**config.mk**
```make
export PLATFORM = sky130hd
export DESIGN_NAME = rffc_outputs
export DESIGN_NICKNAME = d
export VERILOG_FILES = /design/src/rffc_pkg.sv /design/src/rffc_outputs.sv
export SDC_FILE = /design/constraint.sdc
export NUM_CORES = 1
export LEC_CHECK = 0
export BUFFER_PORTS_ARGS = -buffer_cell sky130_fd_sc_hd__buf_4
export CAP_MARGIN = 20
export CORE_AREA = 2 2 49 51
export CTS_BUF_LIST = sky130_fd_sc_hd__clkbuf_16
export CTS_CLUSTER_DIAMETER = 120
export DETAILED_ROUTE_END_ITERATION = 10
export DIE_AREA = 0 0 51 53
export GPL_TIMING_DRIVEN = 1
export SYNTH_ARGS = -nofsm -noshare
export SYNTH_HDL_FRONTEND = slang
export SYNTH_SLANG_ARGS = --single-unit
export TNS_END_PERCENT = 50
```
**constraint.sdc**
```tcl
create_clock -name clk -period 4.9 [get_ports clk]
set_clock_uncertainty 0.15 [all_clocks]
set_input_delay 0.98 -clock clk [delete_from_list [all_inputs] [get_ports clk]]
set_output_delay 0.98 -clock clk [all_outputs]
set_load 0.005 [all_outputs]
```
**src/rffc_pkg.sv**
```systemverilog
// Package: register map, field positions and reset values of the output block
`default_nettype none
package rffc_pkg;
  // Register offsets on the 8-bit address port
  localparam logic [7:0] RFFC_IFACE_OFS = 8'h01;
  localparam logic [7:0] RFFC_LOCK_OFS = 8'h1f;
  localparam logic [7:0] RFFC_STAT_OFS = 8'h20;
  // Interface control field positions
  localparam int RFFC_PA_FOLLOW_BIT = 0;
  localparam int RFFC_LNA_FOLLOW_BIT = 1;
  localparam int RFFC_PA_LEVEL_BIT = 2;
  localparam int RFFC_LNA_LEVEL_BIT = 3;
  // Lock source field position and width
  localparam int RFFC_LOCK_SEL_LSB = 0;
  localparam int RFFC_LOCK_SEL_W = 4;
  // Lock source codes
  localparam logic [3:0] RFFC_LOCK_LOW = 4'h0;
  localparam logic [3:0] RFFC_LOCK_HIGH = 4'h1;
  // Values after reset
  localparam logic [3:0] RFFC_IFACE_RST = 4'h0;
  localparam logic [3:0] RFFC_LOCK_RST = 4'h0;
endpackage
`default_nettype wire
```
**src/rffc_outputs.sv**
```systemverilog
// Module: front-end control outputs with register port and lock pin select
//
// Design decisions made here: the register addresses and the address-and-strobe port.
`default_nettype none
module rffc_outputs
  import rffc_pkg::*;
#(
  parameter int ADDR_W = 8,
  parameter int DATA_W = 8
)
(
  input wire logic clk,
  input wire logic rst_b,
  input wire logic [ADDR_W-1:0] reg_addr,
  input wire logic [DATA_W-1:0] reg_wdata,
  input wire logic reg_wr,
  input wire logic reg_rd,
  output logic [DATA_W-1:0] reg_rdata,
  input wire logic pa_on,
  input wire logic lna_on,
  input wire logic pll_lock,
  output logic pa_ctrl_out,
  output logic lna_ctrl_out,
  output logic lock_out
);

  // Configuration registers
  logic [3:0] iface_r;
  logic [3:0] iface_nxt;
  logic [RFFC_LOCK_SEL_W-1:0] lock_sel_r;
  logic [RFFC_LOCK_SEL_W-1:0] lock_sel_nxt;
  // Pin registers
  logic pa_ctrl_r;
  logic lna_ctrl_r;
  logic lock_r;
  logic pa_ctrl_nxt;
  logic lna_ctrl_nxt;
  logic lock_nxt;
  // Read data register
  logic [DATA_W-1:0] rdata_r;
  logic [DATA_W-1:0] rdata_nxt;

  // Address decode
  wire logic hit_iface = (reg_addr == ADDR_W'(RFFC_IFACE_OFS));
  wire logic hit_lock = (reg_addr == ADDR_W'(RFFC_LOCK_OFS));
  wire logic hit_stat = (reg_addr == ADDR_W'(RFFC_STAT_OFS));

  // Named configuration fields
  wire logic pa_follow_sel = iface_r[RFFC_PA_FOLLOW_BIT];
  wire logic lna_follow_sel = iface_r[RFFC_LNA_FOLLOW_BIT];
  wire logic pa_out_level = iface_r[RFFC_PA_LEVEL_BIT];
  wire logic lna_out_level = iface_r[RFFC_LNA_LEVEL_BIT];

  // Register write next values; all four control bits in one word
  assign iface_nxt = (reg_wr && hit_iface) ? reg_wdata[3:0] : iface_r;
  assign lock_sel_nxt = (reg_wr && hit_lock) ?
    reg_wdata[RFFC_LOCK_SEL_LSB +: RFFC_LOCK_SEL_W] : lock_sel_r;

  // PA pin: follow gives level when on, complement when off
  assign pa_ctrl_nxt = pa_follow_sel ?
    (pa_on ? pa_out_level : ~pa_out_level)
    : pa_out_level;

  // LNA pin: same choice as the PA pin
  assign lna_ctrl_nxt = lna_follow_sel ?
    (lna_on ? lna_out_level : ~lna_out_level)
    : lna_out_level;

  // Lock pin source; other codes pass the lock indication through
  assign lock_nxt = (lock_sel_r == RFFC_LOCK_LOW) ? 1'b0 :
    (lock_sel_r == RFFC_LOCK_HIGH) ? 1'b1 : pll_lock;

  // Read mux; unmapped addresses read zero
  assign rdata_nxt = !reg_rd ? '0 :
    hit_iface ? DATA_W'(iface_r) :
    hit_lock ? DATA_W'(lock_sel_r) :
    hit_stat ? DATA_W'({lna_on, pa_on, lock_r, lna_ctrl_r, pa_ctrl_r}) :
    '0;

  // Configuration storage
  always_ff @(posedge clk)
  begin
    if (!rst_b)
    begin
      iface_r <= RFFC_IFACE_RST;
      lock_sel_r <= RFFC_LOCK_RST;
    end
    else
    begin
      iface_r <= iface_nxt;
      lock_sel_r <= lock_sel_nxt;
    end
  end

  // Output pins and read data
  always_ff @(posedge clk)
  begin
    if (!rst_b)
    begin
      pa_ctrl_r <= 1'b0;
      lna_ctrl_r <= 1'b0;
      lock_r <= 1'b0;
      rdata_r <= '0;
    end
    else
    begin
      pa_ctrl_r <= pa_ctrl_nxt;
      lna_ctrl_r <= lna_ctrl_nxt;
      lock_r <= lock_nxt;
      rdata_r <= rdata_nxt;
    end
  end

  assign pa_ctrl_out = pa_ctrl_r;
  assign lna_ctrl_out = lna_ctrl_r;
  assign lock_out = lock_r;
  assign reg_rdata = rdata_r;

  // PA follows the amplifier state one edge later
  AST_PA_FOLLOW: assert property (
    @(posedge clk) disable iff (!rst_b)
    (pa_follow_sel && rst_b) |=> (pa_ctrl_out == ($past(pa_on) ?
      $past(pa_out_level) : !$past(pa_out_level))))
    else $error("pa pin does not follow amplifier");

  // LNA follows the amplifier state one edge later
  AST_LNA_FOLLOW: assert property (
    @(posedge clk) disable iff (!rst_b)
    lna_follow_sel |=> (lna_ctrl_out == ($past(lna_on) ?
      $past(lna_out_level) : !$past(lna_out_level))))
    else $error("lna pin does not follow amplifier");

  // A set level bit makes the active PA pin value high
  AST_POLARITY: assert property (
    @(posedge clk) disable iff (!rst_b)
    (pa_follow_sel && pa_on && pa_out_level) |=> pa_ctrl_out)
    else $error("pa active level wrong");

  // Static mode copies the level bits
  AST_STATIC: assert property (
    @(posedge clk) disable iff (!rst_b)
    (!pa_follow_sel && !lna_follow_sel) |=>
      (pa_ctrl_out == $past(pa_out_level)) &&
      (lna_ctrl_out == $past(lna_out_level)))
    else $error("static output not equal to level bit");

  // Lock pin forced high by the one code held for two cycles
  AST_LOCK_FORCE: assert property (
    @(posedge clk) disable iff (!rst_b)
    (lock_sel_r == RFFC_LOCK_HIGH) ##1 (lock_sel_r == RFFC_LOCK_HIGH)
      |-> lock_out)
    else $error("lock pin not forced high");

  // Lock pin forced low by the zero code
  AST_LOCK_LOW: assert property (
    @(posedge clk) disable iff (!rst_b)
    (lock_sel_r == RFFC_LOCK_LOW) |=> !lock_out)
    else $error("lock pin not forced low");

  // A write to the interface word lands in the control bits
  AST_IFACE_WRITE: assert property (
    @(posedge clk) disable iff (!rst_b)
    (reg_wr && hit_iface) |=> (iface_r == $past(reg_wdata[3:0])))
    else $error("interface word not stored");

  // Static write shows on the pin two edges after the strobe
  AST_WRITE_EFFECT: assert property (
    @(posedge clk) disable iff (!rst_b)
    (reg_wr && hit_iface && !reg_wdata[RFFC_PA_FOLLOW_BIT]) ##1 !reg_wr
      |=> (pa_ctrl_out == $past(reg_wdata[RFFC_PA_LEVEL_BIT], 2)))
    else $error("pa pin misses register write");

  // LNA level bit also sets its active value
  AST_LNA_POLARITY: assert property (
    @(posedge clk) disable iff (!rst_b)
    (lna_follow_sel && lna_on && lna_out_level) |=> lna_ctrl_out)
    else $error("lna active level wrong");

  // A cleared level bit makes the active pin value low
  AST_PA_ACT_LOW: assert property (
    @(posedge clk) disable iff (!rst_b)
    (pa_follow_sel && pa_on && !pa_out_level) |=> !pa_ctrl_out)
    else $error("pa active low level wrong");

  // PA pin copies its level bit whenever follow is off
  AST_PA_STATIC: assert property (
    @(posedge clk) disable iff (!rst_b)
    !pa_follow_sel |=> (pa_ctrl_out == $past(pa_out_level)))
    else $error("pa static output not equal to level bit");

  // LNA pin copies its level bit whenever follow is off
  AST_LNA_STATIC: assert property (
    @(posedge clk) disable iff (!rst_b)
    !lna_follow_sel |=> (lna_ctrl_out == $past(lna_out_level)))
    else $error("lna static output not equal to level bit");

  // Other lock codes pass the lock indication through
  AST_LOCK_PASS: assert property (
    @(posedge clk) disable iff (!rst_b)
    ((lock_sel_r != RFFC_LOCK_LOW) && (lock_sel_r != RFFC_LOCK_HIGH))
      |=> (lock_out == $past(pll_lock)))
    else $error("lock pin does not pass lock indication");

  // A write to the lock word lands in the source field
  AST_LOCK_WRITE: assert property (
    @(posedge clk) disable iff (!rst_b)
    (reg_wr && hit_lock) |=>
      (lock_sel_r == $past(reg_wdata[RFFC_LOCK_SEL_LSB +: RFFC_LOCK_SEL_W])))
    else $error("lock word not stored");

  // Read data stand one cycle after a read of the interface word
  AST_RD_IFACE: assert property (
    @(posedge clk) disable iff (!rst_b)
    (reg_rd && hit_iface) |=> (reg_rdata == DATA_W'($past(iface_r))))
    else $error("interface word read back wrong");

  // Read data are zero in every cycle that follows no read
  AST_RD_IDLE: assert property (
    @(posedge clk) disable iff (!rst_b)
    !reg_rd |=> (reg_rdata == '0))
    else $error("read data not zero without read");

  // LNA static write shows on its pin two edges after the strobe
  AST_LNA_WRITE_EFFECT: assert property (
    @(posedge clk) disable iff (!rst_b)
    (reg_wr && hit_iface && !reg_wdata[RFFC_LNA_FOLLOW_BIT]) ##1 !reg_wr
      |=> (lna_ctrl_out == $past(reg_wdata[RFFC_LNA_LEVEL_BIT], 2)))
    else $error("lna pin misses register write");

endmodule // rffc_outputs
`default_nettype wire

```
# Word-level counts from Yosys, hierarchy flattened
# Index checks and enable logic that the tools add are counted.
[classes]
mux = 8
bitwise_logic = 5
n_reduce_logical = 7
n_eq_ne = 4
[ops]
columns = ["cell", "n"]
rows = [
  ["4-bit 2-to-1 mux", 3],
  ["8-bit by 1-bit equality test with 1-bit output, second input constant", 1],
  ["8-bit by 5-bit equality test with 1-bit output, second input constant", 1],
  ["8-bit by 6-bit equality test with 1-bit output, second input constant", 1],
  ["1-bit 2-to-1 mux", 5],
  ["1-bit NOT", 5],
  ["5-bit OR reduction", 1],
  ["4-bit by 1-bit equality test with 1-bit output, second input constant", 1],
  ["4-bit logical NOT", 1],
  ["4-bit OR reduction", 1],
  ["1-bit logical AND", 2],
  ["2-bit AND reduction", 1],
  ["2-bit OR reduction", 1],
]
[totals]
regBits = 19
out_inout_bits = 11
wordCells = 32

# Depth between registers and ports, before layout
# Gate-level depths: netlist (run 1).
[depth]
word_depth = 4
ltp_mapped = 4
depth_no_buf = 3

# Worst setup path after synthesis (run 1)
# OpenSTA, ideal clock, no wires.
[synth_timing]
path_type = "in2reg"
from = "input port reg_addr[7]"
to = "register rdata_r[0], in the netlist reg_rdata[0]"
arrival_ps = 1960
stages = 4
setup_ps = 127
path_slack_ps = 2663
cell_sequence = "or4b_4 > buf_6 > o311ai_1 > a31oi_1"
[synth_via]
elab_chain_len = 4
elab_cells_between_ends = 6
cone_classes = "eq/ne: 3; mux: 3"
[synth_rtl]
columns = ["item", "line", "source"]
rows = [
  ["start, declared", "rffc_outputs.sv:14", "input wire logic [ADDR_W-1:0] reg_addr,"],
  ["8-bit by 6-bit equality test with 1-bit output", "rffc_outputs.sv:46", "wire logic hit_stat = (reg_addr == ADDR_W'(RFFC_STAT_OFS));"],
  ["4-bit 2-to-1 mux", "rffc_outputs.sv:77", "hit_stat ? DATA_W'({lna_on, pa_on, lock_r, lna_ctrl_r, pa_ctrl_r}) :"],
  ["4-bit 2-to-1 mux", "rffc_outputs.sv:76", "hit_lock ? DATA_W'(lock_sel_r) :"],
  ["4-bit 2-to-1 mux *", "rffc_outputs.sv:75", "hit_iface ? DATA_W'(iface_r) :"],
  ["end signal, assigned", "rffc_outputs.sv:110", "rdata_r <= rdata_nxt;"],
  ["end, declared", "rffc_outputs.sv:40", "logic [DATA_W-1:0] rdata_r;"],
]
# Every way passes the cells marked *; elsewhere a longest branch is shown, timed or not.
# A chain may end at the register's enable or synchronous reset.

# Worst setup path after layout (run 1)
# Ends and elaborated chain as after synthesis.

==> results.yml, run 1 <==
cells_and_area:
  most-common-layout-cells: "buf_4, dfxtp_1, nand3_1, nand4_1"
  final_cell_count_no_fill: 140
  seqCellArea_um2: 320.3
  multi_input_area_um2: 406.6
  antennaDiodeCount: 0
  syn_to_final_growth_pct: 33.49
  nets: 136
  drive_gt1_frac: 0.2857
  num-fill-cells: 223
  final_common_cell: "buf_4"
critical_path:
  required_ps: 4920
  critPathArrivalTime_ps: 2430
  cp-startpoint: "reg_addr[7]"
  r2r_cells: 3
  path_class: "primary input to register"
  crit_path_top_delay_cell: "nor4b_2"
  reg2reg_to: "lock_out$_SDFF_PP0_"
  cp_cell_sequence: "buf_4 > nor4b_2 > nand2_1 > a31oi_1"
  cp-end-kind: "register"
  crit_path_end: "reg_rdata[0]$_SDFF_PN0_"
  crit-reg2reg-launch: "lock_sel_r[1]$_SDFFE_PN0P_"
  cp_slowest_stage_delay_ps: 860
  crit_path_start_kind: "primary input"
  timing.reg2reg.setup_slack_ps: 3760
  cp_max_fo: 13
yosys:
  syn_inst: 89
  ys_seq_area_frac: 0.4083
  yosys-top-cells-area: "dfxtp_1, o31ai_1, nand4_1"
  synthDominantCellAreaShare: 0.4083
  syn_area_um2: 784.5
  ys_types: 25
  synth_edf_count: 0
  async_flop_share: 0
  yosysWarnings: 0
  yosysTopAreaCell: "dfxtp_1"
  ys.flop_type: "dfxtp_1"
  synth_seq_cells: 16
  avgSynthCellArea_um2: 8.815
clock_network:
  h-tree-depth: 1
  cts_buffers: 3
  cts_root_buf: "clkbuf_16"
  cts_tree: "done"
  clock_path_buffers: 2
  worstSkewPairLatency_ps: 250
  cts_setup_buffers: 0
  post_cts_resized: 0
  worst_setup_hold_path_clk_slew_ps: 50
  hold_buffers: 0
  cts.sinks: 16
sta:
  rsz0062_at_grt: "false"
  final_max_slew_viol_count: 0
  fin_crit_sh: 0.4925
  setup-tns-final_ps: 0
  fin_ws_ps: 2487
  worst_slew_pin_slew_ps: 983.2
  slew_headroom: 0.3428
  final_hold_viol_count: 0
  timing.hold.ws_ps: 332.6
  fin_crit_ps: 2413
  fmax_mhz: 414.4
  setup_viol: 0
global_routing:
  grt_pass1_vias: 711
  gr-total-overflow: 0
  grt_max_degree: 14
  antenna_found_initial: 0
  grt_pass1_wl_um: 3132
  grtUsageTotal: 0.1570
die:
  die-area_um2: 2703
  row_count: 17
  coreArea_um2: 2148
  die_h_um: 53
  start_util: 0.3652
  io_pins: 34
  die_x_um: 51
power_and_ir_drop:
  seq_power_share: 0.412
  pwr-share-clk: 0.505
  p_int_uw: 251.1
  combinationalPowerShare: 0.084
  p_sw_uw: 66.01
  swShare: 0.2081
  leakagePower_uw: 0.0003835
  powerDensity_nw_per_um2: 302.8
  power_uw: 317.2
  vdd_drop_max_mv: 0.1593
flow_run:
  maxCapViolations: 0
place:
  io_buffers: 26
  gp_congestion: 0.8699
  dp_cells: 136
  dp_slack_ps: 2255
  dp_hpwl_um: 1430
run_status:
  status: "complete, no violations"
routing:
  drc: 0
  finalWirelength_um: 1898
  via_count: 759
  drtAntennaViolNets: 0
  wl_per_cell_um: 13.56
  dr.first_iter.drc_count: 22
  vias_per_cell: 5.421
  dr.pass1.iters: 4
min_path:
  whs_path_depth: 2
  holdCritPathClass: "register to register"
flip-flops by register name, summed over array words and instances, names as in the netlist:
register and cells:
lna_ctrl_out 1, iface_r 4, lock_out 1, pa_ctrl_out 1, reg_rdata 5, lock_sel_r 4
final cells by class:
| type | count | area share |
|---|---|---|
| clock inverters | 1 | 0.003584 |
| clock buffers | 3 | 0.07168 |
| inverters | 3 | 0.01075 |
| multi-input cells | 63 | 0.3883 |
| flip-flops and latches | 16 | 0.3059 |
| well taps | 28 | 0.03345 |
| repair buffers | 26 | 0.1864 |
per-layer routing:
| layer | GRT usage | up-vias | wire [um] |
|---|---|---|---|
| met1 | 0.1962 | 345 | 848 |
| li1 | - | 382 | - |
| met4 | 0.09910 | 0 | 36 |
| met3 | 0.03955 | 4 | 149 |
| met5 | 0 | - | 0 |
| met2 | 0.2403 | 28 | 863 |
critical path: cells and delay by family:
kind,cells,cell delay [ps]
AOI/OAI and AO/OA,1,220
and+or+nand+nor,2,1110
buffers and inverters,1,120
cell usage after synthesis (2+ instances only):
library cell	n
a21oi_1	8
a31oi_1	4
buf_4	3
clkbuf_1	4
dfxtp_1	16
inv_1	3
nand2_1	2
nand3_1	9
nand4_1	9
nor2_1	4
nor2b_1	2
o311ai_1	4
o31ai_1	8
xnor2_1	2
worst min path at each step:
stage                                     from                         end  slack (ps)
global route           iface_r[0]$_SDFFE_PN0P_     iface_r[0]$_SDFFE_PN0P_         360
CTS                    iface_r[0]$_SDFFE_PN0P_     iface_r[0]$_SDFFE_PN0P_         330
global placement       iface_r[0]$_SDFFE_PN0P_     iface_r[0]$_SDFFE_PN0P_         320
detailed placement     iface_r[0]$_SDFFE_PN0P_     iface_r[0]$_SDFFE_PN0P_         330
finish                 iface_r[1]$_SDFFE_PN0P_     iface_r[1]$_SDFFE_PN0P_         330
floorplan           lock_sel_r[0]$_SDFFE_PN0P_  lock_sel_r[0]$_SDFFE_PN0P_         300
power groups by stage:
stage	Sequential (uW)	Combinational, uW	Clock, uW
global placement	133	25.9	0
floorplan	133	12.0	0
CTS	131	26.4	161
finish	131	26.6	160
global route	130	29.5	168
detailed placement	133	26.3	0
cells by family after synthesis:
group	Yosys count	share of synthesized area
and+or+nand+nor	33	0.2647
AOI/OAI and AO/OA	24	0.2041
DFF	16	0.4083
buffers and inverters	12	0.08292
xor gates and xnor gates	2	0.02233
muxes	1	0.01276
other	1	0.004780
through the flow:
step	utilization	area [um2]
4_1_cts	0.4875	1047
2_1_floorplan	-	792.0
3_5_place_dp	0.4508	968.4
6_report	0.4875	1047
3_3_place_gp	0.4508	968.4
5_1_grt	0.4875	1047
No activity file was read; power rests on OpenSTA's default activity.
==> inputs of run 2 (changes only) <==
--- a/config.mk
+++ b/config.mk
@@ -5,13 +5,14 @@
 export SDC_FILE = /design/constraint.sdc
 export NUM_CORES = 1
 export LEC_CHECK = 0
+export ABC_AREA = 1
 export BUFFER_PORTS_ARGS = -buffer_cell sky130_fd_sc_hd__buf_4
 export CAP_MARGIN = 20
-export CORE_AREA = 2 2 49 51
+export CORE_AREA = 2 2 52 54
 export CTS_BUF_LIST = sky130_fd_sc_hd__clkbuf_16
 export CTS_CLUSTER_DIAMETER = 120
 export DETAILED_ROUTE_END_ITERATION = 10
-export DIE_AREA = 0 0 51 53
+export DIE_AREA = 0 0 54 56
 export GPL_TIMING_DRIVEN = 1
 export SYNTH_ARGS = -nofsm -noshare
 export SYNTH_HDL_FRONTEND = slang
==> constraint.sdc (replaced) <==
create_clock -name clk -period 2.32 [get_ports clk]
set_clock_uncertainty 0.15 [all_clocks]
set_input_delay 0.464 -clock clk [delete_from_list [all_inputs] [get_ports clk]]
set_output_delay 0.464 -clock clk [all_outputs]
set_load 0.005 [all_outputs]
==> results.yml, run 2 <==
cells_and_area:
  syn_to_final_growth_pct: 31.83
  drive_gt1_frac: 0.2424
  most-common-layout-cells: "nand2_1, nor2_1, buf_4, inv_1"
  antennaDiodeCount: 0
  nets: 189
  largest_register_ffs: 5
  num-fill-cells: 250
  seqCellArea_um2: 320.3
  final_common_cell: "nand2_1"
  multi_input_area_um2: 460.4
critical_path:
  worst-path-buf-inv: 1
  crit_path_top_delay_cell: "dfxtp_1"
  crit_family: "flip-flops"
  crit_path_start_kind: "register"
  required_ps: 1710
  critPathArrivalTime_ps: 720
  cp_slowest_stage_delay_ps: 350
  path_class: "register to output pin"
  cp_cell_sequence: "buf_4"
  cp_max_fo: 2
  cp-end-kind: "output pin"
routing:
  dr.pass1.iters: 4
  drtAntennaViolNets: 0
  via_count: 861
  vias_per_cell: 4.415
  wl_per_cell_um: 9.682
  drc: 0
  finalWirelength_um: 1888
  dr.first_iter.drc_count: 15
clock_network:
  cts_tree: "done"
  h-tree-depth: 1
  post_cts_resized: 0
  cts_root_buf: "clkbuf_16"
  clock_path_buffers: 2
  worstSkewPairLatency_ps: 250
  cts.sinks: 16
  worst_setup_hold_path_clk_slew_ps: 50
  hold_buffers: 0
  cts_buffers: 3
  cts_setup_buffers: 0
power_and_ir_drop:
  pwr-share-clk: 0.497
  p_sw_uw: 136.9
  leakagePower_uw: 0.0006279
  combinationalPowerShare: 0.090
  power_uw: 669.1
  p_int_uw: 532.2
  powerDensity_nw_per_um2: 571.3
  seq_power_share: 0.413
  swShare: 0.2045
  vdd_drop_max_mv: 0.4234
global_routing:
  gr-total-overflow: 0
  grtUsageTotal: 0.1431
  grt_pass1_wl_um: 3180
  grt_pass1_vias: 773
  antenna_found_initial: 0
  grt_max_degree: 13
yosys:
  synth_common_cells: "nand2_1, nor2_1, inv_1"
  synthDominantCellAreaShare: 0.3606
  yosysTopAreaCell: "dfxtp_1"
  ys.flop_type: "dfxtp_1"
  syn_area_um2: 888.4
  synth_most_common_cell: "nand2_1"
  async_flop_share: 0
  ys_types: 17
  synth_seq_cells: 16
  syn_inst: 137
  yosys-top-cells-area: "dfxtp_1, nand2_1, nor2_1"
  avgSynthCellArea_um2: 6.484
  ys_seq_area_frac: 0.3606
  yosysWarnings: 0
  synth_edf_count: 0
sta:
  fin_crit_sh: 0.5743
  setup_viol: 0
  timing.hold.ws_ps: 300.7
  final_max_slew_viol_count: 0
  final_hold_viol_count: 0
  fin_crit_ps: 1332
  fmax_mhz: 750.5
  setup-tns-final_ps: 0
  rsz0062_at_grt: "false"
flow_run:
  maxCapViolations: 0
place:
  io_buffers: 26
  dp_hpwl_um: 1534
  gp_congestion: 0.9042
die:
  die-area_um2: 3024
  die_h_um: 56
  io_pins: 34
  row_count: 18
  die_x_um: 54
  start_util: 0.3652
  coreArea_um2: 2432
min_path:
  holdCritPathClass: "primary input to register"
run_status:
  status: "complete, no violations"
==> run 2: cell count changes in the layout (fill, tap and decap cells not counted), moves of 4 or more <==
cell / previous run / this run
nor2_1: 4 / 27
nor2_4: 0 / 4
nand4_1: 9 / 1
a21oi_1: 8 / 4
nand2_1: 2 / 33
a31oi_1: 4 / 0
o31ai_1: 8 / 0
o21ai_0: 0 / 4
nand3_1: 9 / 16
inv_1: 3 / 19
o311ai_1: 4 / 0
==> run 2: per-layer routing <==
layer	share of wire	global-route usage
met3	0.082	0.04570
met4	0.017	0.06429
met1	0.45	0.1865
met5	0	0
met2	0.45	0.2108
==> run 2: path summary, 6_finish.rpt <==
| kind | from | endpoint | slack [ps] | cells past startpoint |
|---|---|---|---|---|
| setup / recovery | lock_out$_SDFF_PP0_ | lock_out | 990 | 1 |
| setup reg to reg | lock_sel_r[3]$_SDFFE_PN0P_ | lock_out$_SDFF_PP0_ | 1360 | 4 |
| hold reg to reg | pa_ctrl_out$_SDFF_PN0_ | reg_rdata[0]$_SDFF_PN0_ | 340 | 2 |
| hold / removal | reg_wdata[3] | iface_r[3]$_SDFFE_PN0P_ | 300 | 3 |
==> run 2: tightest hold or removal path, stage by stage <==
cell and delay, ps:
buf_4 80, nor2_1 30, nor2_1 80
==> run 2: cells by family after synthesis <==
| group | count (synthesis) | synth area share |
|---|---|---|
| buf+inv | 25 | 0.1296 |
| other cells | 1 | 0.004221 |
| compound gates | 8 | 0.04507 |
| flops | 16 | 0.3606 |
| simple gates | 87 | 0.4606 |
==> run 2: power by group through the flow <==
stage	Sequential [uW]	Clock (uW)	Combinational [uW]
after floorplan	282	0	30.1
after global placement	282	0	59.6
after detailed placement	282	0	60.5
after CTS	276	344	60.7
after global routing	276	353	67.5
final	276	332	60.3
==> run 2: stage by stage <==
stage / cells / cell area, um2 / utilization / worst slack, ps
after global routing: 195 / 1171 / 0.4815 / 907.3
after global placement: 191 / 1092 / 0.4491 / 769.6
after detailed placement: 191 / 1092 / 0.4491 / 774.2
final: 195 / 1171 / 0.4815 / 987.5
after floorplan: 139 / 895.9 / - / 1022
after CTS: 195 / 1171 / 0.4815 / 986.1
==> run 2: final cells by class <==
type | instances | area share
well taps | 30 | 0.03205
flip-flops and latches | 16 | 0.2735
multi-input cells | 98 | 0.3932
inverters | 21 | 0.06731
repair buffers | 26 | 0.1667
clock buffers | 3 | 0.06410
clock inverters | 1 | 0.003205
==> inputs of run 3 (changes only) <==
==> constraint.sdc (replaced) <==
create_clock -name clk -period 1.2 [get_ports clk]
set_clock_uncertainty 0.15 [all_clocks]
set_input_delay 0.24 -clock clk [delete_from_list [all_inputs] [get_ports clk]]
set_output_delay 0.24 -clock clk [all_outputs]
set_load 0.005 [all_outputs]
==> results.yml, run 3 (same netlist as run 2, synthesis figures left out) <==
critical_path:
  crit_family: "flip-flops"
  cp_max_fo: 2
  reg2reg_to: "lock_out$_SDFF_PP0_"
  cp_cell_sequence: "buf_4"
  cp_slowest_stage_delay_ps: 360
  timing.reg2reg.setup_slack_ps: 240
  cp-end-kind: "output pin"
  crit_path_top_delay_cell: "dfxtp_1"
  required_ps: 810
  crit-reg2reg-launch: "lock_sel_r[3]$_SDFFE_PN0P_"
  critPathArrivalTime_ps: 730
  crit_path_start_kind: "register"
  worst-path-buf-inv: 1
  r2r_cells: 4
  path_class: "register to output pin"
power_and_ir_drop:
  seq_power_share: 0.413
  combinationalPowerShare: 0.099
  leakagePower_uw: 0.0006513
  swShare: 0.2024
  p_sw_uw: 262.0
  powerDensity_nw_per_um2: 1074
  pwr-share-clk: 0.488
  power_uw: 1294
  p_int_uw: 1032
  vdd_drop_max_mv: 0.8320
clock_network:
  clock_path_buffers: 2
  worstSkewPairLatency_ps: 240
  worst_setup_hold_path_clk_slew_ps: 50
  cts_tree: "done"
  cts.sinks: 16
  cts_buffers: 3
  cts_setup_buffers: 0
  post_cts_resized: 0
  cts_root_buf: "clkbuf_16"
  hold_buffers: 0
  h-tree-depth: 1
place:
  gp_congestion: 0.9118
  io_buffers: 26
  dp_cells: 196
  dp_slack_ps: -130.6
  post_dp_cell_area_um2: 1130
  dp_hpwl_um: 1574
cells_and_area:
  fin_area_um2: 1205
  antennaDiodeCount: 0
  final_cell_count_no_fill: 199
  most-common-layout-cells: "nand2_1, buf_4, nor2_1, inv_1"
  nets: 194
  syn_to_final_growth_pct: 35.63
  drive_gt1_frac: 0.2663
  largest_register_ffs: 5
  final_common_cell: "nand2_1"
run_status:
  status: "complete, no violations"
die:
  coreArea_um2: 2432
  row_count: 18
  die_h_um: 56
  io_pins: 34
  die_x_um: 54
  die-area_um2: 3024
  start_util: 0.3652
routing:
  dr.pass1.iters: 4
  wl_per_cell_um: 9.759
  vias_per_cell: 4.377
  dr.first_iter.drc_count: 9
  drc: 0
  drtAntennaViolNets: 0
  via_count: 871
  finalWirelength_um: 1942
sta:
  final_hold_viol_count: 0
  fin_crit_sh: 0.9322
  fin_ws_ps: 81.41
  setup-tns-final_ps: 0
  final_max_slew_viol_count: 0
  fmax_mhz: 894.0
  rsz0062_at_grt: "false"
  setup_viol: 0
  fin_crit_ps: 1119
global_routing:
  grt_pass1_wl_um: 3291
  grtUsageTotal: 0.1473
  gr-total-overflow: 0
  gr-usage-met3: 0.04032
  grtUsageMet2: 0.2143
  grt_max_degree: 13
  grt-busiest-layer: "met2"
  use_met1: 0.1895
  grt_pass1_vias: 829
  antenna_found_initial: 0
min_path:
  whs_path_depth: 3
  min_to: "iface_r[1]$_SDFFE_PN0P_"
  holdCritPathClass: "primary input to register"
  min_from: "reg_wdata[1]"
flow_run:
  maxCapViolations: 0
## run 3: changes by cell type in the layout (fill, tap and decap cells not counted), sizes merged
cell / before / now
buf: 26 / 31
clkinv: 1 / 0
## run 3: cell type report
class	instances	area, um2
clock buffers	3	75.07
multi-input cells	98	460.4
inverters	21	78.83
repair buffers	31	232.7
flip-flops and latches	16	320.3
well taps	30	37.54
fillers	243	1227
## run 3: worst max path at each step
stage / start / to / depth (start not counted)
2_1_floorplan: reg_addr[4] / iface_r[0]$_SDFFE_PN0P_ / 6
3_3_place_gp: reg_addr[2] / iface_r[2]$_SDFFE_PN0P_ / 7
3_5_place_dp: reg_addr[2] / iface_r[3]$_SDFFE_PN0P_ / 7
4_1_cts: lock_out$_SDFF_PP0_ / lock_out / 1
5_1_grt: reg_addr[2] / iface_r[2]$_SDFFE_PN0P_ / 7
6_report: lock_out$_SDFF_PP0_ / lock_out / 1
## run 3: power by group through the flow
| stage | clock, uW | sequential, uW | combinational, uW |
|---|---|---|---|
| 6_report | 632 | 534 | 128 |
| 4_1_cts | 651 | 534 | 128 |
| 2_1_floorplan | 0 | 544 | 58.1 |
| 3_3_place_gp | 0 | 545 | 125 |
| 5_1_grt | 666 | 534 | 140 |
| 3_5_place_dp | 0 | 545 | 127 |
## run 3: routing by layer
| metal | up-vias | part of all wire |
|---|---|---|
| met5 | - | 0 |
| met4 | 0 | 0.024 |
| met3 | 6 | 0.062 |
| met2 | 28 | 0.44 |
| met1 | 360 | 0.47 |
| li1 | 477 | - |
## run 3: worst register-to-register path: stages (launching register included)
cell,delay (ps)
dfxtp_1,320
inv_1,80
nand3_1,90
o21ai_0,160
a21oi_1,60
## run 3: through the flow
stage / util / hold slack (ps)
2_1_floorplan: - / 217.0
3_3_place_gp: 0.4645 / 312.0
3_5_place_dp: 0.4645 / 325.4
4_1_cts: 0.4954 / 78.44
5_1_grt: 0.4954 / 85.12
6_report: 0.4954 / 80.30
